===== src/hw/nand_host_pkg.sv =====
package nand_host_pkg;

	// ---------------------------------------------------------------
	// Opcodes, ID and status constants
	// ---------------------------------------------------------------
	localparam logic [7:0] OP_READ       = 8'h00;
	localparam logic [7:0] OP_READ_GO    = 8'h30;
	localparam logic [7:0] OP_RAND_RD    = 8'h05;
	localparam logic [7:0] OP_RAND_GO    = 8'he0;
	localparam logic [7:0] OP_CACHE_NEXT = 8'h31;
	localparam logic [7:0] OP_CACHE_LAST = 8'h3f;
	localparam logic [7:0] OP_READ_ID    = 8'h90;
	localparam logic [7:0] OP_STATUS     = 8'h70;
	localparam logic [7:0] OP_RESET      = 8'hff;
	localparam logic [7:0] ID_ADDR       = 8'h00;
	localparam logic [7:0] STATUS_READY  = 8'he0;
	localparam int         SR_RDY_BIT    = 6;
	localparam int         SR_ARY_BIT    = 5;
	localparam logic [2:0] ID_LEN        = 3'h5;

	// ---------------------------------------------------------------
	// Strobe timing
	// ---------------------------------------------------------------
	localparam int CLK_NS     = 8;
	localparam int PHASE_NS   = 24;
	localparam int PHASE_CYC  = (PHASE_NS + CLK_NS - 1) / CLK_NS;
	localparam logic [3:0] PHASE_LAST = 4'(PHASE_CYC - 1);

	// ---------------------------------------------------------------
	// Request kinds and carriers
	// ---------------------------------------------------------------
	typedef enum logic [2:0] {
		REQ_PAGE, REQ_RAND, REQ_CACHE, REQ_LAST, REQ_ID, REQ_POLL_PAGE
	} req_kind_type;

	typedef struct packed {
		req_kind_type kind;
		logic [15:0]  col;
		logic [15:0]  row;
		logic [11:0]  count;
	} req_type;

	typedef struct packed {
		logic ce_n;
		logic cle;
		logic ale;
		logic we_n;
		logic re_n;
	} pins_type;

endpackage : nand_host_pkg


===== src/hw/nand_read_host.sv =====
`timescale 1ns/1ps
`default_nettype none
// Operation
// - Page read is 00h, address, 30h.
// - Rewrite 00h after status polling.
// - Send 00h only when ready.
// - Random column: 05h, two columns, E0h.
// - 90h then 00h reads five ID bytes.
// - Random column stays in page.
// - Command latched: CLE high, WE rise.
// - Four address cycles, random uses two.
// - Address latched: ALE high, WE rise.
module nand_read_host
	import nand_host_pkg::*;
(
	// Clock and reset
	input  wire logic        SYS_CLK,
	input  wire logic        SRST,
	// Request port
	input  wire logic        REQ_VALID,
	input  wire req_type     REQ,
	output var  logic        REQ_READY,
	output var  logic        DATA_VALID,
	output var  logic [15:0] DATA,
	output var  logic        DONE,
	// Flash pins
	output var  pins_type    PINS,
	output var  logic [15:0] IO_OUT,
	output var  logic        IO_OE,
	input  wire logic [15:0] IO_IN,
	input  wire logic        READY_BUSY_N
);

	// ---------------------------------------------------------------
	// State
	// ---------------------------------------------------------------
	typedef enum {
		S_IDLE, S_CMD1, S_ADDR, S_CMD2, S_WAIT, S_STAT_CMD, S_STAT_RD,
		S_RERD, S_DATA, S_END
	} state_type;

	state_type    state_r;
	req_type      req_r;
	logic [3:0]   phase_r;
	logic [1:0]   step_r;
	logic [2:0]   acnt_r;
	logic [11:0]  left_r;
	logic [1:0]   rb_sync_r;
	logic [15:0]  io_sync0_r;
	logic [15:0]  io_sync1_r;
	logic         seen_busy_r;
	logic [2:0]   nadr;
	logic [7:0]   cmd1;
	logic [7:0]   cmd2;
	logic         has_cmd2;
	logic         phase_end;

	assign phase_end = (phase_r == PHASE_LAST);

	// Opcodes and address cycle count per request kind.
	always_comb begin
		cmd1     = OP_READ;
		cmd2     = OP_READ_GO;
		has_cmd2 = 1'b1;
		nadr     = 3'h4;
		case (req_r.kind)
			REQ_PAGE, REQ_POLL_PAGE: begin
				cmd1 = OP_READ;
			end
			REQ_RAND: begin
				cmd1 = OP_RAND_RD;
				cmd2 = OP_RAND_GO;
				nadr = 3'h2;
			end
			REQ_CACHE: begin
				cmd1     = OP_CACHE_NEXT;
				has_cmd2 = 1'b0;
				nadr     = 3'h0;
			end
			REQ_LAST: begin
				cmd1     = OP_CACHE_LAST;
				has_cmd2 = 1'b0;
				nadr     = 3'h0;
			end
			REQ_ID: begin
				cmd1     = OP_READ_ID;
				has_cmd2 = 1'b0;
				nadr     = 3'h1;
			end
			default: begin
				cmd1 = OP_READ;
			end
		endcase
	end

	// ---------------------------------------------------------------
	// Synchronisers
	// ---------------------------------------------------------------
	always_ff @(posedge SYS_CLK) begin
		if (SRST) begin
			rb_sync_r  <= 2'b11;
			io_sync0_r <= 16'h0000;
			io_sync1_r <= 16'h0000;
		end else begin
			rb_sync_r  <= {rb_sync_r[0], READY_BUSY_N};
			io_sync0_r <= IO_IN;
			io_sync1_r <= io_sync0_r;
		end
	end

	// ---------------------------------------------------------------
	// Sequencer
	// ---------------------------------------------------------------
	// Each write bus cycle is a setup, strobe-low, strobe-high phase triple (reads a low-high pair); the
	// flash latches on the write strobe rising edge at the phase change.
	always_ff @(posedge SYS_CLK) begin
		if (SRST) begin
			state_r     <= S_IDLE;
			req_r       <= '0;
			phase_r     <= 4'h0;
			step_r      <= 2'h0;
			acnt_r      <= 3'h0;
			left_r      <= 12'h000;
			seen_busy_r <= 1'b0;
			PINS        <= '{ce_n:1'b1, cle:1'b0, ale:1'b0, we_n:1'b1,
				re_n:1'b1};
			IO_OUT      <= 16'h0000;
			IO_OE       <= 1'b0;
			REQ_READY   <= 1'b0;
			DATA_VALID  <= 1'b0;
			DATA        <= 16'h0000;
			DONE        <= 1'b0;
		end else begin
			DATA_VALID <= 1'b0;
			DONE       <= 1'b0;
			phase_r    <= phase_end ? 4'h0 : phase_r + 4'h1;
			case (state_r)
				S_IDLE: begin
					PINS.ce_n <= 1'b1;
					REQ_READY <= rb_sync_r[1];
					phase_r   <= 4'h0;
					step_r    <= 2'h0;
					// Requests wait for ready so the device never drops them.
					if (REQ_VALID && REQ_READY && rb_sync_r[1]) begin
						req_r     <= REQ;
						REQ_READY <= 1'b0;
						PINS.ce_n <= 1'b0;
						state_r   <= S_CMD1;
						acnt_r    <= 3'h0;
					end
				end
				S_CMD1, S_CMD2, S_STAT_CMD, S_RERD: begin
					PINS.cle <= 1'b1;
					PINS.ale <= 1'b0;
					IO_OE    <= 1'b1;
					IO_OUT   <= {8'h00,
						(state_r == S_CMD1) ? cmd1 :
						(state_r == S_CMD2) ? cmd2 :
						(state_r == S_STAT_CMD) ? OP_STATUS : OP_READ};
					// A hold phase keeps CLE and data steady past the latch edge.
					if (phase_end) begin
						step_r    <= step_r + 2'h1;
						PINS.we_n <= (step_r != 2'h0);
						if (step_r == 2'h2) begin
							PINS.cle <= 1'b0;
							IO_OE    <= 1'b0;
							step_r   <= 2'h0;
							seen_busy_r <= 1'b0;
							case (state_r)
								S_CMD1: state_r <= (nadr != 3'h0) ? S_ADDR :
									has_cmd2 ? S_CMD2 : S_WAIT;
								S_CMD2: state_r <= S_WAIT;
								S_STAT_CMD: state_r <= S_STAT_RD;
								default: state_r <= S_DATA;
							endcase
						end
					end
				end
				S_ADDR: begin
					PINS.ale <= 1'b1;
					IO_OE    <= 1'b1;
					case (acnt_r)
						3'h0: IO_OUT <= {8'h00, (req_r.kind == REQ_ID) ?
							ID_ADDR : req_r.col[7:0]};
						3'h1: IO_OUT <= {8'h00, req_r.col[15:8]};
						3'h2: IO_OUT <= {8'h00, req_r.row[7:0]};
						default: IO_OUT <= {8'h00, req_r.row[15:8]};
					endcase
					// A hold phase keeps ALE and data steady past the latch edge.
					if (phase_end) begin
						step_r    <= step_r + 2'h1;
						PINS.we_n <= (step_r != 2'h0);
						if (step_r == 2'h2) begin
							step_r <= 2'h0;
							acnt_r <= acnt_r + 3'h1;
							if (acnt_r + 3'h1 == nadr) begin
								PINS.ale <= 1'b0;
								IO_OE    <= 1'b0;
								state_r  <= has_cmd2 ? S_CMD2 : S_WAIT;
							end
						end
					end
				end
				S_WAIT: begin
					// Ready may need time to fall; unless busy was seen, wait four phases before trusting high.
					if (!rb_sync_r[1]) begin
						seen_busy_r <= 1'b1;
					end
					left_r <= (req_r.kind == REQ_ID) ? 12'(ID_LEN) : req_r.count;
					// Early exits restart the phase so the first strobe is full width.
					if (req_r.kind == REQ_ID || req_r.kind == REQ_RAND) begin
						state_r <= S_DATA;
						phase_r <= 4'h0;
						step_r  <= 2'h0;
					end else if (req_r.kind == REQ_POLL_PAGE) begin
						state_r <= S_STAT_CMD;
						phase_r <= 4'h0;
						step_r  <= 2'h0;
					end else if (phase_end && rb_sync_r[1] &&
							(seen_busy_r || step_r == 2'h3)) begin
						state_r <= S_DATA;
						step_r  <= 2'h0;
					end else if (phase_end && step_r != 2'h3) begin
						step_r <= step_r + 2'h1;
					end
				end
				S_STAT_RD: begin
					PINS.re_n <= step_r[0];
					if (phase_end) begin
						step_r <= step_r + 2'h1;
						// The synchroniser delay means this byte was caught while low.
						if (step_r[0]) begin
							step_r    <= 2'h0;
							if (io_sync1_r[SR_RDY_BIT] && io_sync1_r[SR_ARY_BIT] &&
									io_sync1_r[7:0] == STATUS_READY) begin
								state_r <= S_RERD;
							end
						end
					end
				end
				S_DATA: begin
					if (left_r == 12'h000) begin
						state_r <= S_END;
					end else begin
						PINS.re_n <= step_r[0];
						if (phase_end) begin
							step_r <= step_r + 2'h1;
							if (step_r[0]) begin
								// Sampled two cycles late through the synchroniser.
								DATA_VALID <= 1'b1;
								DATA       <= io_sync1_r;
								left_r     <= left_r - 12'h001;
								step_r     <= 2'h0;
							end
						end
					end
				end
				default: begin
					PINS.re_n <= 1'b1;
					PINS.ce_n <= 1'b1;
					DONE      <= 1'b1;
					state_r   <= S_IDLE;
				end
			endcase
		end
	end

endmodule : nand_read_host
`default_nettype wire


===== config.mk =====
export PLATFORM = sky130hd
export DESIGN_NAME = nand_read_host
export DESIGN_NICKNAME = d
export VERILOG_FILES = /design/src/hw/nand_host_pkg.sv /design/src/hw/nand_read_host.sv
export SDC_FILE = /design/constraint.sdc
export NUM_CORES = 1
export LEC_CHECK = 0
export ABC_AREA = 1
export BUFFER_PORTS_ARGS = -buffer_cell sky130_fd_sc_hd__buf_2
export CORE_MARGIN = 2
export CORE_UTILIZATION = 45
export DETAILED_ROUTE_END_ITERATION = 8
export PLACE_DENSITY = 0.66
export SETUP_SLACK_MARGIN = 0.1
export SYNTH_ARGS = -nofsm -noshare
export SYNTH_HDL_FRONTEND = slang
export SYNTH_SLANG_ARGS = --single-unit

===== constraint.sdc =====
create_clock -name SYS_CLK -period 1.91 [get_ports SYS_CLK]
set_clock_uncertainty 0.05 [all_clocks]
set_input_delay 0.2865 -clock SYS_CLK [delete_from_list [all_inputs] [get_ports SYS_CLK]]
set_output_delay 0.2865 -clock SYS_CLK [all_outputs]
set_load 0.03 [all_outputs]

; ---- Yosys cells after proc, flatten, opt, wreduce, memory -nomap -nowiden
; Cells that the tools add are included.
[classes]
n_addsub = 4
n_eq_ne = 41
mux = 69
bitwise_logic = 4
n_reduce_logical = 36
[op_table]
columns = cell, count
row1 = 32-bit two-way mux, 14
row2 = 32-bit case mux with 6 select lines, 1
row3 = 32-bit by 3-bit == test with 1-bit output (second input constant), 5
row4 = 32-bit by 2-bit == test with 1-bit output (second input constant), 3
row5 = 32-bit case mux with 3 select lines, 1
row6 = 32-bit by 4-bit == test with 1-bit output (second input constant), 2
row7 = 12-bit two-way mux, 4
row8 = 32-bit by 1-bit == test with 1-bit output (second input constant), 1
row9 = 32-bit logical NOT, 1
row10 = 8-bit two-way mux, 4
row11 = 16-bit case mux with 2 select lines, 1
row12 = 8-bit case mux with 4 select lines, 1
row13 = 2-bit inequality test (second input constant), 15
row14 = 12-bit case mux with 2 select lines, 1
row15 = 8-bit case mux with 3 select lines, 1
row16 = 2-bit two-way mux, 10
row17 = 4-bit AND reduction, 5
row18 = 1-bit two-way mux, 14
row19 = 12-bit logical NOT, 1
row20 = 3-bit two-way mux, 4
row21 = 4-bit two-way mux, 3
row22 = 12-bit by 1-bit subtractor with 12-bit output (second input constant), 1
row23 = 11-bit AND reduction, 1
row24 = 2-bit case mux with 5 select lines, 1
row25 = 36 further kinds, 59
[totals]
ff_bits = 176
input_bits = 67
out_inout_bits = 41

; ---- Depth between registers and ports, before layout
; Gate-level depths: netlist of run 1.
[logic_depth]
ltp_word = 9
ltp_mapped = 12
mapped_depth_nobuf = 11

; ---- Least setup slack after synthesis of run 1
; OpenSTA, ideal clock, no wires.
[synth_timing]
path_type = register to register
startpoint = reg acnt_r[0]
endpoint = reg state_r[1]
setup_ns = 0.115
t_arrival_ns = 1.358
path_slack_ns = 0.387
path_stages_with_launch = 12
synth_period_minus_slack_ns = 1.523
path_cell_list = dfxtp_1 -> inv_1 -> ha_1 -> inv_1 -> nand3_1 -> nand2_1 -> nor2_1 -> nand3_1 -> nand2_2 -> nand3_1 -> nand2_1 -> nor2_1
[synth_via]
elab_chain_len = 4
[synth_rtl]
columns = item, line_no
row1 = from (decl), nand_read_host.sv:46  ; logic [2:0] acnt_r;
row2 = from (signal assigned), nand_read_host.sv:195  ; acnt_r <= acnt_r + 3'h1;
row3 = 3-bit by 1-bit adder with 3-bit output, nand_read_host.sv:196  ; if (acnt_r + 3'h1 == nadr) begin
row4 = 3-bit == test, nand_read_host.sv:196
row5 = 2-bit inequality test (no line), -
row6 = 11-bit AND reduction (no line), -
row7 = to (signal assigned), nand_read_host.sv:170  ; S_CMD1: state_r <= (nadr != 3'h0) ? S_ADDR :
row8 = to (signal assigned), nand_read_host.sv:199  ; state_r <= has_cmd2 ? S_CMD2 : S_WAIT;
row9 = to (decl), nand_read_host.sv:42  ; state_type state_r;
; Every way passes these cells.
; A chain may end at the register's enable or synchronous reset.

; ---- Worst setup path after layout of run 1
[layout_timing]
startpoint = reg state_r[1]
endpoint = reg acnt_r[1]
[layout_via]
elab_chain_len = 3
[layout_rtl]
columns = item, line_no
row1 = 32-bit by 2-bit == test with 1-bit output or 32-bit logical NOT (tied branches), nand_read_host.sv:137  ; case (state_r)
row2 = 2-bit inequality test (no line) or 2-bit nonzero test (tied branches), -
row3 = 4-bit AND reduction (no line), -
; Parallel ways exist; a longest one is shown, timed or not.

==> impl_metrics.csv, run 1 <==
group,metric,value,unit
route,via_per_inst,4.872,
setup_path,critPathMaxFanout,9,
route,wirelength,14.47,mm
setup_path,cpPeakStageDelay,0.44,ns
logic_synthesis,syn_area,6176,um^2
logic_synthesis,ys_top_cells_by_area,"dfxtp_1 45%, nor2_1 8.9%, o21ai_0 7.7%",
clock_network,post_cts_buffers,0,
clock_network,clockBufferDepth,2,
sta,slew_violations,0,
die,fp.dieW,121.2,um
setup_path,cp_data_required_time,2.20,ns
grt,grt_use_met1,25.61,%
grt,use_met3,5.686,%
setup_path,cp_cell_sequence,"inv_1, nor2_4, nand2_4, inv_4, nand2_1, nand2_1, nand3b_2, inv_1, nand3_1, a21oi_1",
logic_synthesis,ys_warn_count,0,
clock_network,clk_pin_slew,0.06,ns
sta,finalSetupTns,0,ns
grt,antenna_found_initial,0,
sta,period_minus_slack,1.700,ns
setup_path,r2r-end,"acnt_r[1]",
place,dp.cells,1107,
sta,finalSetupViolations,0,
logic_synthesis,synth_area_per_cell,7.283,um^2
sta,post-route-period-util,89.02,%
route,initialDrtViolationCount,363,
setup_path,cp-endpoint,"acnt_r[1]",
clock_network,insertion_delay,0.42,ns
setup_path,worstReg2RegStart,"state_r[1]",
power_and_ir_drop,p_leak,3.475,nW
grt,grt_max_degree,43,
logic_synthesis,yosys.area.top_type,"dfxtp_1",
die,start_util,46.27,%
die,io_pins,108,
die,rows,42,
setup_path,endpoint_kind,"register",
clock_network,clock-root-buffer,"clkbuf_16",
setup_path,path_class,"reg -> reg",
layout,final_common_cell,"nor2_1",
grt,overflow,0,
power_and_ir_drop,ir_drop,0.8653,mV
clock_network,cts_resized,0,
setup_path,crit_start,"state_r[1]",
setup_path,reg2reg_depth,10,
place,portBuffers,99,
sta,grt_setup_unrepaired,"true",
sta,fmax,588.1,MHz
setup_path,cp.depth,10,
clock_network,htreeDepth,4,
layout,fin_nets,1029,
grt,busiest_layer,"met2",
logic_synthesis,synth-seq-cells,140,
grt,grt_pass1_vias,5211,
setup_path,reg2reg_setup_slack,0.21,ns
logic_synthesis,synth-seq-area-share,45.38,%
route,dr.pass1.iters,5,
die,die_h,121.2,um
setup_path,crit_slowest_cell,"dfxtp_1",
route,vias,5549,
grt,met2_usage,33.92,%
layout,syn_to_final_growth,21.80,%
sta,hold_viol,0,
setup_path,path_delay_family,"simple AND/OR/NAND/NOR gates",
setup_path,path_buf_inv,3,
logic_synthesis,synth_cell_types,41,
logic_synthesis,synth_cells,848,
layout,insertedDiodeCount,0,
route,wl_per_cell,12.71,um
route,drc,0,
layout,instances_no_fill,1139,
die,die-area,14680,um^2
place,dp_hpwl,10.15,mm
layout,final_cell_mix,"144 x nor2_1, 137 x dfxtp_1, 116 x inv_1, 99 x buf_2, 97 x nand2_1",
grt,grt_use_total,20.55,%
setup_path,critPathArrivalTime,1.99,ns
clock_network,clkSinkCount,140,
min_path,hold_depth,3,
power_and_ir_drop,power_density,1350,nW/um^2
outcome,outcome,"finished clean",
logic_synthesis,netlist.area_leader.share,45.38,%
min_path,min_path_type,"in -> reg",
clock_network,ctsHoldBuffers,0,
clock_network,cts_tree,"yes",
clock_network,cts_made_buffers,17,
route,ant_nets,0,
flow_run,max-cap-violations,0,
die,core-area,13350,um^2
place,gp_congestion,0.9158,
layout,drive_above_1_share,20.25,%
setup_path,startpoint_type,"register",
grt,grt_pass1_wl,23.96,mm
-- report_power, final --
part | total (mW) | internal (mW) | switching, mW | leakage (nW)
clock | 3.40 | 2.07 | 1.33 | 0.293
sequential | 3.60 | 3.34 | 0.261 | 1.14
combinational | 3.15 | 1.04 | 2.12 | 2.04
total | 10.2 | 6.45 | 3.70 | 3.47
-- registers in the layout, summed over array words and instances (netlist names), 2 cells and up --
register,cells
req_r,47
step_r,2
DATA,16
io_sync0_r,16
phase_r,4
io_sync1_r,16
state_r,4
rb_sync_r,2
IO_OUT,8
left_r,12
PINS,5
acnt_r,3
-- per-layer routing --
| layer | wire length [um] | vias up |
|---|---|---|
| met3 | 720 | 24 |
| li1 | - | 2903 |
| met1 | 6641 | 2500 |
| met2 | 6843 | 122 |
| met4 | 267 | 0 |
| met5 | 0 | - |
-- cell type report --
cell class                 count  area, um^2
timing repair buffer         118       688.2
inverter                     125       476.7
multi-input combinational    549        2718
fill                        1314        5826
clock buffer                  17       425.4
tap                          176       220.2
clock inverter                14       187.7
sequential                   140        2806
-- cells by family after synthesis --
family | after synthesis | share of synthesized area, %
simple gates | 327 | 23.14
other cells | 1 | 0.06072
compound gates | 199 | 17.06
buf+inv | 167 | 11.71
xor+xnor | 3 | 0.4255
fa+ha+maj | 11 | 2.228
flops | 140 | 45.38
-- cell usage after synthesis (all sizes together) --
| library cell | count |
|---|---|
| buf | 31 |
| inv | 123 |
| nand3 | 50 |
| o22ai | 3 |
| a21o | 1 |
| o31ai | 4 |
| clkbuf | 11 |
| dfxtp | 140 |
| nor4 | 1 |
| o21bai | 1 |
| nor3 | 3 |
| a21oi | 80 |
| nand4 | 4 |
| or2 | 5 |
| nand3b | 1 |
| o311ai | 1 |
| o21ai | 99 |
| clkinv | 2 |
| conb | 1 |
| nand2 | 106 |
| a31oi | 4 |
| o221ai | 2 |
| nor2 | 157 |
| o211a | 2 |
| xnor2 | 3 |
| a211oi | 1 |
| o211ai | 1 |
| ha | 11 |
-- how the worst min path moves through the flow --
stage	from	end	slack, ns
2_1_floorplan	io_sync0_r[0]	io_sync1_r[0]	0.34
6_report	IO_IN[10]	io_sync0_r[10]	0.01
5_1_grt	IO_IN[13]	io_sync0_r[13]	0.007
3_5_place_dp	io_sync0_r[3]	io_sync1_r[3]	0.34
3_3_place_gp	io_sync0_r[8]	io_sync1_r[8]	0.34
4_1_cts	IO_IN[10]	io_sync0_r[10]	0.0004
-- worst min-delay path, delay by kind of cell --
kind,cells,cell delay [ns]
buf+inv,2,0.10
simple gates,1,0.06
-- through the flow --
| stage | setup slack, ns | total power, mW | hold WS (ns) | utilization, % | area [um^2] |
|---|---|---|---|---|---|
| 3_3_place_gp | 0.1418 | 6.703 | 0.3383 | 51.41 | 6862 |
| 6_report | 0.2097 | 10.15 | 0.009676 | 56.36 | 7522 |
| 3_5_place_dp | 0.1848 | 6.714 | 0.3423 | 51.41 | 6862 |
| 4_1_cts | 0.1625 | 10.14 | 0.0004431 | 56.00 | 7475 |
| 2_1_floorplan | 0.3871 | 5.924 | 0.3383 | - | 6202 |
| 5_1_grt | 0.07487 | 10.80 | 0.006747 | 56.36 | 7522 |
(Power assumes the default switching activity.)
==> run 2, diff against run 1 <==
- BUFFER_PORTS_ARGS: -buffer_cell sky130_fd_sc_hd__buf_2 -> -buffer_cell sky130_fd_sc_hd__clkbuf_2
- GPL_ROUTABILITY_DRIVEN: unset -> 0
==> impl_metrics.csv, run 2 (synthesized netlist as in run 1, its figures left out) <==
group,metric,value,unit
outcome,outcome,"finished clean",
route,drc,0,
grt,grt_pass1_wl,23.71,mm
setup_path,reg2reg_setup_slack,0.21,ns
power_and_ir_drop,power_density,1311,nW/um^2
route,wirelength,14.62,mm
power_and_ir_drop,ir_drop,0.6772,mV
power_and_ir_drop,p_leak,3.530,nW
route,vias,5507,
grt,grt_pass1_vias,5182,
layout,multi_input_area,2699,um^2
sta,slew_violations,0,
layout,largest-register,"req_r",
clock_network,cts_made_buffers,17,
clock_network,clkSinkCount,140,
power_and_ir_drop,design_power_total,10.02,mW
route,top_layer,"met4",
min_path,hold_start,"IO_IN[13]",
flow_run,max-cap-violations,0,
place,portBuffers,99,
sta,period_minus_slack,1.700,ns
route,ant_nets,0,
place,dp.cells,1105,
die,start_util,46.27,%
setup_path,endpoint_kind,"register",
layout,fin_nets,1045,
sta,finalSetupViolations,0,
die,io_pins,108,
grt,grt_use_total,20.56,%
sta,hold_viol,0,
setup_path,startpoint_type,"register",
route,dr.pass1.iters,4,
route,wl_met3,641,um
die,rows,42,
die,die_h,121.2,um
setup_path,path_class,"reg -> reg",
route,via_per_inst,4.764,
sta,grt_setup_unrepaired,"true",
clock_network,clk_pin_slew,0.06,ns
die,die-area,14680,um^2
setup_path,critPathMaxFanout,35,
layout,final_cell_mix,"144 x nor2_1, 138 x dfxtp_1, 116 x inv_1, 99 x clkbuf_2, 95 x nand2_1",
route,wl_met1,6.670,mm
layout,ff_latch_area,2805,um^2
sta,finalSetupTns,0,ns
die,fp.dieW,121.2,um
layout,largest_reg_flops,47,
die,core-area,13350,um^2
layout,fillers,1284,
setup_path,crit_start,"state_r[3]",
clock_network,cts_tree,"yes",
setup_path,cp_data_required_time,2.17,ns
route,route.met2.wl,7.121,mm
sta,post-route-period-util,89.02,%
grt,overflow,0,
setup_path,critPathArrivalTime,1.96,ns
grt,antenna_found_initial,0,
setup_path,worstReg2RegStart,"state_r[3]",
min_path,holdPathEnd,"io_sync0_r[13]",
min_path,hold_depth,3,
layout,drive_above_1_share,20.00,%
clock_network,htreeDepth,4,
route,initialDrtViolationCount,308,
layout,syn_to_final_growth,23.80,%
setup_path,r2r-end,"req_r[45]",
grt,grt_max_degree,81,
setup_path,reg2reg_depth,9,
layout,instances_no_fill,1156,
place,dp_hpwl,10.23,mm
layout,insertedDiodeCount,0,
min_path,min_path_type,"in -> reg",
route,wl_per_cell,12.65,um
clock_network,clock-root-buffer,"clkbuf_16",
layout,final_common_cell,"nor2_1",
clock_network,clockBufferDepth,2,
clock_network,insertion_delay,0.42,ns
sta,fmax,588.1,MHz
run 2: metal layers:
metal / global-route usage [%] / up-vias
met1: 24.92 / 2456
li1: - / 2928
met5: 0 / -
met3: 5.169 / 14
met2: 35.74 / 109
met4: 6.394 / 0
run 2: worst max path at each step:
stage | slack, ns | endpoint
after floorplan | 0.39 | state_r[1]
after global placement | 0.12 | left_r[6]
after detailed placement | 0.16 | left_r[9]
after CTS | 0.14 | left_r[6]
after global routing | 0.08 | state_r[3]
final | 0.21 | req_r[45]
run 2: final cells by class:
class                           count  share of cell area (%)
Clock buffer                       18                   5.744
Clock inverter                     14                   2.029
Inverter                          125                   6.202
Multi-Input combinational cell    548                   35.30
Sequential cell                   140                   36.69
Tap cell                          176                   2.880
Timing Repair Buffer              135                   11.16
run 2: per-stage QoR:
stage	instance area [um^2]	setup WS [ns]	hold WS (ns)	utilization, %
2_1_floorplan	6202	0.3871	0.3383	-
3_3_place_gp	6834	0.1248	0.3388	51.20
3_5_place_dp	6834	0.1612	0.3424	51.20
4_1_cts	7579	0.1424	0.0003552	56.78
5_1_grt	7646	0.07514	0.02025	57.28
6_report	7646	0.2097	0.007090	57.28
run 2: repair_timing:
action	in CTS	in global routing
hold endpoints to repair	15	0
endpoints found under the setup margin	0	21
hold buffers	15	0
setup buffers	0	4
resized for setup	0	14
run 2: worst max-delay path, cell delays in order (launching register included):
cell	delay [ns]
dfxtp_1	0.37
inv_1	0.10
nand2_1	0.07
nor2_2	0.14
inv_2	0.07
nor2_4	0.14
inv_2	0.14
buf_12	0.19
o21ai_0	0.23
a21oi_1	0.06
run 2: power by group:
group          switching [mW]  total, mW  leakage, nW  internal (mW)
registers               0.256       3.59         1.14           3.33
logic                    2.11       3.18         2.10           1.07
clock network            1.37       3.26        0.288           1.88
==> run 3, diff against run 2 <==
- clock period: 1.91 -> 1.85 ns (I/O delays scaled with it)
==> impl_metrics.csv, run 3 (synthesized netlist as in run 1, its figures left out) <==
group,metric,value,unit
outcome,outcome,"finished clean",
grt,antenna_found_initial,0,
grt,grt_max_degree,81,
sta,hold_viol,0,
layout,final_cell_mix,"141 x nor2_1, 135 x dfxtp_1, 114 x inv_1, 99 x clkbuf_2",
place,dp_hpwl,10.00,mm
route,drc,0,
layout,largest_reg_flops,47,
route,vias,5592,
die,fp.dieW,121.2,um
die,die_h,121.2,um
setup_path,cp_data_required_time,2.11,ns
place,portBuffers,99,
grt,overflow,0,
clock_network,insertion_delay,0.42,ns
grt,grt_pass1_vias,5226,
die,start_util,46.27,%
die,die-area,14680,um^2
setup_path,endpoint_kind,"register",
die,io_pins,108,
route,ant_nets,0,
power_and_ir_drop,ir_drop,0.7299,mV
power_and_ir_drop,p_leak,3.575,nW
setup_path,startpoint_type,"register",
sta,fmax,603.2,MHz
route,via_per_inst,4.833,
route,initialDrtViolationCount,339,
layout,drive_above_1_share,21.81,%
layout,fillers,1315,
layout,insertedDiodeCount,0,
sta,slew_violations,0,
clock_network,cts_tree,"yes",
setup_path,reg2reg_depth,10,
setup_path,critPathMaxFanout,8,
min_path,min_path_type,"in -> reg",
layout,final_core_util,58.44,%
clock_network,clkSinkCount,140,
layout,multi_input_area,2778,um^2
layout,ff_latch_area,2811,um^2
clock_network,htreeDepth,4,
clock_network,clk_pin_slew,0.06,ns
layout,final_common_cell,"nor2_1",
route,wl_per_cell,12.47,um
route,wirelength,14.43,mm
setup_path,path_class,"reg -> reg",
power_and_ir_drop,power_density,1386,nW/um^2
min_path,hold_depth,3,
grt,grt_pass1_wl,23.62,mm
sta,post-route-period-util,89.61,%
setup_path,critPathArrivalTime,1.91,ns
clock_network,clockBufferDepth,2,
die,rows,42,
die,core-area,13350,um^2
route,dr.pass1.iters,4,
clock_network,cts_made_buffers,17,
layout,fin_nets,1047,
layout,syn_to_final_growth,26.30,%
flow_run,max-cap-violations,0,
sta,grt_setup_unrepaired,"true",
grt,grt_use_total,20.40,%
sta,finalSetupTns,0,ns
sta,finalSetupViolations,0,
clock_network,clock-root-buffer,"clkbuf_16",
layout,largest-register,"req_r",
sta,period_minus_slack,1.658,ns
-- run 3: layout make-up --
class                           instances  area share (%)
Sequential cell                       140           36.04
Multi-Input combinational cell        549           35.61
Timing Repair Buffer                  136           11.23
Inverter                              125           6.176
Clock buffer                           17           5.454
Tap cell                              176           2.823
Clock inverter                         14           2.663
-- run 3: worst max-delay path: stages, from the launching register on --
cell and delay (ns):
dfxtp_1 0.34, nor2_2 0.17, nand2_1 0.13, nor2_4 0.15, nand2_2 0.09, nand2_2 0.09, nand3_2 0.08, nor2_4 0.22
nand3_2 0.11, nand2_1 0.08, nor2_1 0.04
-- run 3: what timing repair did --
item	in CTS	in global routing
hold endpoints to repair	16	0
pin swaps	0	8
gates resized for setup	1	41
setup buffers	0	4
endpoints found under the setup margin	1	57
cloned	0	1
hold buffers	16	0
-- run 3: path summary, 6_finish.rpt --
kind            startpoint             to  slack, ns
max              left_r[5]     state_r[3]       0.19
min               IO_IN[0]  io_sync0_r[0]       0.02
max reg2reg      left_r[5]     state_r[3]       0.19
min reg2reg  io_sync0_r[4]  io_sync1_r[4]       0.35
-- run 3: report_power, final --
group	internal (mW)	leakage (nW)	total (mW)	switching (mW)
Clock	2.28	0.308	3.63	1.35
Sequential	3.45	1.14	3.72	0.267
Combinational	1.17	2.12	3.46	2.29
Total	6.90	3.57	10.8	3.91
-- run 3: through the flow --
step / power (mW) / cells / hold WS, ns / area (um^2) / setup slack, ns
after floorplan: 6.116 / 855 / 0.3313 / 6202 / 0.3271
after global placement: 6.916 / 1105 / 0.3385 / 6859 / 0.09603
after detailed placement: 6.951 / 1105 / 0.3420 / 6859 / 0.1054
after CTS: 10.64 / 1152 / 0.009641 / 7655 / 0.1367
after global routing: 11.46 / 1157 / 0.009495 / 7800 / 0.05563
final: 10.81 / 1157 / 0.02160 / 7800 / 0.1922
-- run 3: layer usage --
layer	vias up	track usage [%]	wire length [um]
met2	118	34.45	6921
met3	22	5.357	604
met1	2513	24.91	6644
met5	-	0	0
li1	2939	-	-
met4	0	7.615	258
